File: src/include/cat_pkg.sv
// Package for the counter array time base: offsets, fields, resets, types
package cat_pkg;
  // Register offsets (8-bit register port)
  localparam logic [7:0] ADDR_LOW_RELOAD = 8'hCE;
  localparam logic [7:0] ADDR_HIGH_RELOAD = 8'hCF;
  localparam logic [7:0] ADDR_RUN_FLAGS = 8'hD8;
  localparam logic [7:0] ADDR_MODE = 8'hD9;
  localparam logic [7:0] ADDR_COUNT_LOW = 8'hE9;
  localparam logic [7:0] ADDR_COUNT_HIGH = 8'hF9;
  localparam logic [7:0] ADDR_IRQ_STATUS = 8'hC0;
  localparam logic [7:0] ADDR_IRQ_MASK = 8'hC1;

  // Run and flags register fields
  localparam int OVF_FLAG_BIT = 7;
  localparam int RUN_BIT = 6;
  localparam int EVENT_FLAG_LSB = 0;
  localparam int NUM_MODULES = 4;
  // Mode register fields
  localparam int PAIR23_BUF_BIT = 5;
  localparam int PAIR01_BUF_BIT = 4;
  localparam int SRC_SEL_LSB = 1;
  localparam int OVF_IRQ_EN_BIT = 0;
  localparam logic [7:0] MODE_WRITE_MASK = 8'h3F;

  localparam logic [7:0] REG_RESET = 8'h00;

  // Divider figures
  localparam int DIV12 = 12;
  localparam logic [3:0] DIV12_LAST = 4'(DIV12 - 1);

  typedef enum logic [2:0] {
    SRC_DIV12 = 3'h0,
    SRC_DIV2 = 3'h1,
    SRC_TIMER0 = 3'h2,
    SRC_EXT_PIN = 3'h3,
    SRC_RSVD4 = 3'h4,
    SRC_SYSCLK = 3'h5,
    SRC_BAUD_GEN = 3'h6,
    SRC_RSVD7 = 3'h7
  } cat_src_t;

  typedef struct packed {
    logic [7:0] addr;
    logic [7:0] wdata;
    logic wr;
    logic rd;
  } cat_bus_req_t;

  // Interrupt status layout
  typedef struct packed {
    logic [2:0] unused;
    logic overflow;
    logic [3:0] modEvent;
  } cat_irq_t;
endpackage

File: src/rtl/cat_timebase.sv
// Counter array shared 16-bit time base with flags and register port
//
// Our own choice: the strobed register port.
`timescale 1ns/1ps
// Functional notes
// - Pair 0/1 buffer enable, valid only in suitable modes
// - Sources 000 /12, 001 /2, 101 /1
// - Sources 010 timer0, 011 pin, 110 baud gen
// - External pin counts falling edges
// - Overflow loads reload bytes into count
// - Interrupt while overflow flag and enable set
// - Counts only while run bit set by software
// - Overflow flag set on 16-bit rollover
// - Only software clears overflow flag
// - Software writing one sets overflow flag
// - Module event flags set on match/capture
// - Only software clears module event flags
// - Count bytes readable and writable
// - Reload bytes readable and writable
// - Everything resets to zero
module cat_timebase #(
  parameter int COUNT_WIDTH = 16
) (
  input wire logic clk,
  input wire logic reset_n,
  input wire cat_pkg::cat_bus_req_t busReq,
  output logic [7:0] rdata,
  input wire logic extCountInput,
  input wire logic timer0Overflow,
  input wire logic serialBaudGenOverflow,
  input wire logic [cat_pkg::NUM_MODULES-1:0] moduleEvent,
  input wire logic [cat_pkg::NUM_MODULES-1:0] pairBufferEligible,
  output logic [COUNT_WIDTH-1:0] countValue,
  output logic countOverflow,
  output logic pair01BufferActive,
  output logic pair23BufferActive,
  output logic counterArrayIrq,
  output logic irqLine
);
  import cat_pkg::*;

  // Byte-wide count registers only serve a 16-bit time base
  if (COUNT_WIDTH != 16) begin : g_bad_width
    $error("cat_timebase: COUNT_WIDTH must be 16");
  end

  logic [7:0] lowReload_q, highReload_q, countLow_q, countHigh_q;
  logic [7:0] modeReg_q;
  logic runControl_q, overflowFlag_q;
  logic [NUM_MODULES-1:0] eventFlag_q;
  logic [7:0] irqStatus_q, irqMask_q;
  logic [3:0] div12_q;
  logic div2_q;
  logic [2:0] extSync_q;
  logic [1:0] t0Sync_q, baudSync_q;
  logic t0Prev_q, baudPrev_q;
  logic [7:0] rdata_q;

  logic wrEn, rdEn;
  logic tick, rollover;
  logic extFall, t0Rise, baudRise;
  cat_src_t srcSel;
  cat_irq_t irqEvents;

  assign wrEn = busReq.wr;
  assign rdEn = busReq.rd;
  assign srcSel = cat_src_t'(modeReg_q[SRC_SEL_LSB +: 3]);

  // Pin and foreign strobes pass two flops before edge detection
  always_ff @(posedge clk or negedge reset_n) begin
    if (!reset_n) begin
      extSync_q <= 3'h0;
      t0Sync_q <= 2'h0;
      baudSync_q <= 2'h0;
      t0Prev_q <= 1'b0;
      baudPrev_q <= 1'b0;
    end else begin
      extSync_q <= {extSync_q[1:0], extCountInput};
      t0Sync_q <= {t0Sync_q[0], timer0Overflow};
      baudSync_q <= {baudSync_q[0], serialBaudGenOverflow};
      t0Prev_q <= t0Sync_q[1];
      baudPrev_q <= baudSync_q[1];
    end
  end

  assign extFall = extSync_q[2] & ~extSync_q[1];
  assign t0Rise = t0Sync_q[1] & ~t0Prev_q;
  assign baudRise = baudSync_q[1] & ~baudPrev_q;

  // Prescalers free run so a source switch never waits for a reset
  always_ff @(posedge clk or negedge reset_n) begin
    if (!reset_n) begin
      div12_q <= 4'h0;
      div2_q <= 1'b0;
    end else begin
      div12_q <= (div12_q == DIV12_LAST) ? 4'h0 : div12_q + 4'h1;
      div2_q <= ~div2_q;
    end
  end

  always_comb begin
    tick = 1'b0;
    case (srcSel)
      SRC_DIV12: tick = (div12_q == DIV12_LAST);
      SRC_DIV2: tick = div2_q;
      SRC_SYSCLK: tick = 1'b1;
      SRC_TIMER0: tick = t0Rise;
      SRC_EXT_PIN: tick = extFall;
      SRC_BAUD_GEN: tick = baudRise;
      default: tick = 1'b0;
    endcase
  end

  assign rollover = runControl_q & tick & ({countHigh_q, countLow_q} == 16'hFFFF);

  // Count bytes: software write wins over a tick in the same cycle
  always_ff @(posedge clk or negedge reset_n) begin
    if (!reset_n) begin
      countLow_q <= REG_RESET;
      countHigh_q <= REG_RESET;
    end else begin
      if (wrEn && busReq.addr == ADDR_COUNT_LOW) begin
        countLow_q <= busReq.wdata;
      end else if (rollover) begin
        countLow_q <= lowReload_q;
      end else if (runControl_q && tick) begin
        countLow_q <= countLow_q + 8'h01;
      end
      if (wrEn && busReq.addr == ADDR_COUNT_HIGH) begin
        countHigh_q <= busReq.wdata;
      end else if (rollover) begin
        countHigh_q <= highReload_q;
      end else if (runControl_q && tick && countLow_q == 8'hFF) begin
        countHigh_q <= countHigh_q + 8'h01;
      end
    end
  end

  always_ff @(posedge clk or negedge reset_n) begin
    if (!reset_n) begin
      lowReload_q <= REG_RESET;
      highReload_q <= REG_RESET;
    end else begin
      if (wrEn && busReq.addr == ADDR_LOW_RELOAD) begin
        lowReload_q <= busReq.wdata;
      end
      if (wrEn && busReq.addr == ADDR_HIGH_RELOAD) begin
        highReload_q <= busReq.wdata;
      end
    end
  end

  always_ff @(posedge clk or negedge reset_n) begin
    if (!reset_n) begin
      modeReg_q <= REG_RESET;
    end else if (wrEn && busReq.addr == ADDR_MODE) begin
      modeReg_q <= busReq.wdata & MODE_WRITE_MASK;
    end
  end

  // Run bit moves only on software writes
  always_ff @(posedge clk or negedge reset_n) begin
    if (!reset_n) begin
      runControl_q <= 1'b0;
    end else if (wrEn && busReq.addr == ADDR_RUN_FLAGS) begin
      runControl_q <= busReq.wdata[RUN_BIT];
    end
  end

  // Hardware only sets; a set in the cycle of a clear wins
  always_ff @(posedge clk or negedge reset_n) begin
    if (!reset_n) begin
      overflowFlag_q <= 1'b0;
      eventFlag_q <= '0;
    end else begin
      if (rollover) begin
        overflowFlag_q <= 1'b1;
      end else if (wrEn && busReq.addr == ADDR_RUN_FLAGS) begin
        overflowFlag_q <= busReq.wdata[OVF_FLAG_BIT];
      end
      for (int i = 0; i < NUM_MODULES; i++) begin
        if (moduleEvent[i]) begin
          eventFlag_q[i] <= 1'b1;
        end else if (wrEn && busReq.addr == ADDR_RUN_FLAGS) begin
          eventFlag_q[i] <= busReq.wdata[EVENT_FLAG_LSB + i];
        end
      end
    end
  end

  // Sticky status, cleared by its read; new event wins over the read
  always_comb begin
    irqEvents = '0;
    irqEvents.overflow = rollover;
    irqEvents.modEvent = moduleEvent;
  end

  always_ff @(posedge clk or negedge reset_n) begin
    if (!reset_n) begin
      irqStatus_q <= REG_RESET;
      irqMask_q <= REG_RESET;
    end else begin
      if (rdEn && busReq.addr == ADDR_IRQ_STATUS) begin
        irqStatus_q <= irqEvents;
      end else begin
        irqStatus_q <= irqStatus_q | irqEvents;
      end
      if (wrEn && busReq.addr == ADDR_IRQ_MASK) begin
        irqMask_q <= busReq.wdata;
      end
    end
  end

  always_ff @(posedge clk or negedge reset_n) begin
    if (!reset_n) begin
      rdata_q <= 8'h00;
    end else if (rdEn) begin
      if (busReq.addr == ADDR_LOW_RELOAD) begin
        rdata_q <= lowReload_q;
      end else if (busReq.addr == ADDR_HIGH_RELOAD) begin
        rdata_q <= highReload_q;
      end else if (busReq.addr == ADDR_RUN_FLAGS) begin
        rdata_q <= {overflowFlag_q, runControl_q, 2'b00, eventFlag_q};
      end else if (busReq.addr == ADDR_MODE) begin
        rdata_q <= modeReg_q;
      end else if (busReq.addr == ADDR_COUNT_LOW) begin
        rdata_q <= countLow_q;
      end else if (busReq.addr == ADDR_COUNT_HIGH) begin
        rdata_q <= countHigh_q;
      end else if (busReq.addr == ADDR_IRQ_STATUS) begin
        rdata_q <= irqStatus_q;
      end else if (busReq.addr == ADDR_IRQ_MASK) begin
        rdata_q <= irqMask_q;
      end else begin
        rdata_q <= 8'h00;
      end
    end else begin
      rdata_q <= 8'h00;
    end
  end

  assign rdata = rdata_q;
  assign countValue = {countHigh_q, countLow_q};
  assign countOverflow = rollover;
  // Buffering only when both modules of the pair are eligible
  assign pair01BufferActive = modeReg_q[PAIR01_BUF_BIT] & pairBufferEligible[0]
                              & pairBufferEligible[1];
  assign pair23BufferActive = modeReg_q[PAIR23_BUF_BIT] & pairBufferEligible[2]
                              & pairBufferEligible[3];
  assign counterArrayIrq = overflowFlag_q & modeReg_q[OVF_IRQ_EN_BIT];
  assign irqLine = |(irqStatus_q & irqMask_q);
endmodule // cat_timebase

File: config.mk
export PLATFORM = sky130hd
export DESIGN_NAME = cat_timebase
export DESIGN_NICKNAME = d
export VERILOG_FILES = /design/src/include/cat_pkg.sv /design/src/rtl/cat_timebase.sv
export SDC_FILE = /design/constraint.sdc
export NUM_CORES = 1
export LEC_CHECK = 0
export ABC_AREA = 1
export BUFFER_PORTS_ARGS = -buffer_cell sky130_fd_sc_hd__clkbuf_2
export CAP_MARGIN = 20
export CORE_ASPECT_RATIO = 0.7
export CORE_MARGIN = 5
export CORE_UTILIZATION = 50
export DETAILED_ROUTE_END_ITERATION = 16
export PLACE_DENSITY_LB_ADDON = 0.25
export SLEW_MARGIN = 20
export SYNTH_ARGS = -nofsm -noshare
export SYNTH_HDL_FRONTEND = slang
export SYNTH_SLANG_ARGS = --single-unit
File: constraint.sdc
create_clock -name clk -period 3.57 [get_ports clk]
set_input_delay 0.357 -clock clk [delete_from_list [all_inputs] [get_ports clk]]
set_output_delay 0.357 -clock clk [all_outputs]
set_load 0.02 [all_outputs]
==> flow_metrics.env <==
export IMPL_outcome="completed"
export IMPL_route_final_wire_length_mm=12.55
export IMPL_whs_ps=49.87
export IMPL_clock_insertion_delay_worst_skew_ps=340
export IMPL_cts_setup_buffers=0
export IMPL_number_of_global_route_vias_before_repair=3722
export IMPL_cellLeakagePower_nw=2.721
export IMPL_pin_count=60
export IMPL_worst_setup_path_end_kind="primary output"
export IMPL_largest_net_degree_at_the_start_of_global_routing=80
export IMPL_fmax_mhz=376.7
export IMPL_worstPathMaxFanout=9
export IMPL_fin_skew_ps=5.666
export IMPL_ys_seq_elements=79
export IMPL_numClockSinks=79
export IMPL_cp_data_required_time_ps=3210
export IMPL_asyncSetResetFlopFracSynth_pct=100.0
export IMPL_rows=28
export IMPL_cts_buffer_depth=2
export IMPL_finalMaxSlewViolations=0
export IMPL_met1Wirelength_mm=5.829
export IMPL_firstDrtPassIters=5
export IMPL_design_final_nets=665
export IMPL_final_antenna_net_count=0
export IMPL_clock_tree_from_tritoncts="built"
export IMPL_cp_data_arrival_time_ps=2300
export IMPL_die_x_um=120.4
export IMPL_die_height_um=87.31
export IMPL_synthesis_yosys_warnings=0
export IMPL_vias_per_cell=5.500
export IMPL_multi_input_area_sq_um=1941
export IMPL_synth_enable_flop_cells=0
export IMPL_setup_viol=0
export IMPL_hold_violations=0
export IMPL_dieArea_sq_um=10520
export IMPL_yosysSeqAreaShare_pct=46.31
export IMPL_fin_crit_ps=2654
export IMPL_grt_setup_unrepaired="false"
export IMPL_dp_slack_ps=1215
export IMPL_syn_cell_area_sq_um=4269
export IMPL_syn_mean_instance_area_sq_um=7.490
export IMPL_layout_filler_cells=776
export IMPL_detail_route_iter0_violations=380
export IMPL_yosys_cell_count_top_type="sky130_fd_sc_hd__nand2_1"
export IMPL_cts_reportedPaths_clkPinSlew_ps=60
export IMPL_final_critical_path_setup_slack_ps=915.5
export IMPL_timing_rr_start="countHigh_q[1]$_DFFE_PN0P_"
export IMPL_dr_max_layer_used="met4"
export IMPL_syn_nets=604
export IMPL_synthCells=570
export IMPL_initial_core_util_pct=50.99
export IMPL_netlist_top_cells_area="sky130_fd_sc_hd__dfrtp_1 (46%), sky130_fd_sc_hd__nand2_1 (15%), sky130_fd_sc_hd__nand3_1 (6.6%)"
export IMPL_synth_ff_type="sky130_fd_sc_hd__dfrtp_1"
export IMPL_maximum_capacitance_violations=0
export IMPL_synthDominantCellAreaShare_pct=46.31
export IMPL_antenna_cells_inserted=0
export IMPL_cts_root_buffer="sky130_fd_sc_hd__clkbuf_16"
export IMPL_final_worst_path_period_share_pct=74.35
export IMPL_criticalPathCategory="flop to primary output"
export IMPL_post_route_cells_drive_above_1_share_pct=15.75
export IMPL_critical_path_slowest_cell="sky130_fd_sc_hd__dfrtp_1"
export IMPL_crit_path_start_kind="flop"
export IMPL_cts_max_level=3
export IMPL_timing_critical_path_cells="ha_1, nand2_1, nor2_1, nand3_1, nor3_2, nand3_1, nor2_1, clkbuf_2"
export IMPL_cts_hold_buffers_added=0
export IMPL_synth_largest_area_cell="sky130_fd_sc_hd__dfrtp_1"
export IMPL_overflow=0
export IMPL_irDropWorstVdd_mv=0.3883
export IMPL_drcViolationCount=0
export IMPL_worst_hold_path_type="input pin to asynchronous set/reset pin"
export IMPL_critPathLaunch="countLow_q[1]$_DFFE_PN0P_"
export IMPL_grt_first_pass_wirelength_mm=20.14
export IMPL_setup_total_negative_slack_ps=0
export IMPL_slew_limit_headroom_pct=52.52
export IMPL_synthToLayoutAreaGrowth_pct=16.41
export IMPL_synth_cell_type_count=30
export IMPL_dr_wl_met3_mm=1.351
export IMPL_cts_resized=0
export IMPL_dr_total_vias=4070
export IMPL_core_area_sq_um=8373
export IMPL_gp_routability_congestion=0.9606
export IMPL_cts_inserted_buffers=9
export IMPL_grt_antenna_before_repair=0
export IMPL_place_detailed_hpwl_mm=9.446
export IMPL_wl_per_cell_um=16.96
export IMPL_portBuffers=59
export IMPL_detailroute_wirelength_met2_mm=5.249
export IMPL_synth_top_cells_by_count="sky130_fd_sc_hd__nand2_1 (166), sky130_fd_sc_hd__dfrtp_1 (79), sky130_fd_sc_hd__inv_1 (70)"
export IMPL_track_usage_pct=24.97
export IMPL_regArea_sq_um=1977
export IMPL_power_density_nw_per_um2=503.7
export IMPL_critPathMaxStageDelay_ps=430
export IMPL_tightestPinTransition_ps=712.2
==> routing by layer <==
metal  GRT usage, %  vias to the layer above
li1               -                     1948
met1          37.58                     1894
met2          35.99                      213
met3          7.727                       15
met4          3.909                        0
met5              0                        -
==> worst max-delay path, delay by kind of cell (launching register included) <==
| kind | cells | cell delay [ps] |
|---|---|---|
| flops | 1 | 430 |
| fa+ha+maj | 1 | 210 |
| buf+inv | 1 | 190 |
| simple gates | 6 | 1120 |
==> where the power goes <==
part / internal (mW) / total, mW / switching [mW]
logic: 0.162 / 0.451 / 0.289
clock network: 0.606 / 0.970 / 0.363
registers: 0.970 / 1.08 / 0.113
total: 1.74 / 2.50 / 0.765
==> placed cells by master (no fill, tap or decap), types with 8 or more instances in the layout <==
master / count
sky130_fd_sc_hd__clkbuf_16: 9
sky130_fd_sc_hd__nand4_1: 12
sky130_fd_sc_hd__clkbuf_2: 58
sky130_fd_sc_hd__a21oi_1: 17
sky130_fd_sc_hd__dfrtp_1: 79
sky130_fd_sc_hd__o21ai_1: 20
sky130_fd_sc_hd__xor2_1: 9
sky130_fd_sc_hd__nand3_1: 56
sky130_fd_sc_hd__o21ai_0: 39
sky130_fd_sc_hd__inv_2: 8
sky130_fd_sc_hd__nand2_1: 166
sky130_fd_sc_hd__o21bai_1: 8
sky130_fd_sc_hd__nor2_1: 43
sky130_fd_sc_hd__inv_1: 70
==> per-stage QoR <==
stage               std cells  power, mW  utilization [%]  instance area [sq um]
floorplan                 570      1.367                -                   4269
global placement          725      1.534            55.59                   4654
detailed placement        725      1.542            55.59                   4654
CTS                       740      2.516            59.31                   4966
global route              740      2.630            59.35                   4970
finish                    740      2.503            59.35                   4970
==> worst paths after layout <==
check	endpoint	slack (ps)	depth (start not counted)
worst max register to register	countHigh_q[6]$_DFFE_PN0P_	1170	10
worst min-delay path	extSync_q[1]$_DFF_PN0_	50	1
max in group asynchronous	countHigh_q[1]$_DFFE_PN0P_	3030	1
worst max-delay path	countOverflow	920	8
worst min register to register	baudSync_q[1]$_DFF_PN0_	350	0
min in group clk	extSync_q[0]$_DFF_PN0_	120	1
==> final cells by class <==
class	count	area share [%]
well taps	105	2.644
clock buffers	9	4.532
multi-input cells	402	39.05
repair buffers	61	6.370
flip-flops and latches	79	39.78
clock inverters	6	1.737
inverters	78	5.891
==> registers in the layout, summed over array words and instances (netlist names), 3 cells and up <==
signal        flops
countHigh_q       8
modeReg_q         6
countLow_q        8
div12_q           4
extSync_q         3
irqMask_q         8
eventFlag_q       4
highReload_q      8
rdata             8
lowReload_q       8
irqStatus_q       5
==> cells by family (layout without fill, tap and decap cells) <==
family / Yosys count / count (layout) / synth area share [%]
XOR/XNOR: 12 / 12 / 2.462
buffers and inverters: 89 / 154 / 8.236
AO/OA/AOI/OAI: 86 / 86 / 10.67
AND/OR/NAND/NOR: 300 / 300 / 31.21
flip-flops: 79 / 79 / 46.31
adder cells (fa/ha/maj): 3 / 3 / 0.8793
multiplexers: 1 / 1 / 0.2345
Note: power is estimated with default switching activity, not from simulation.
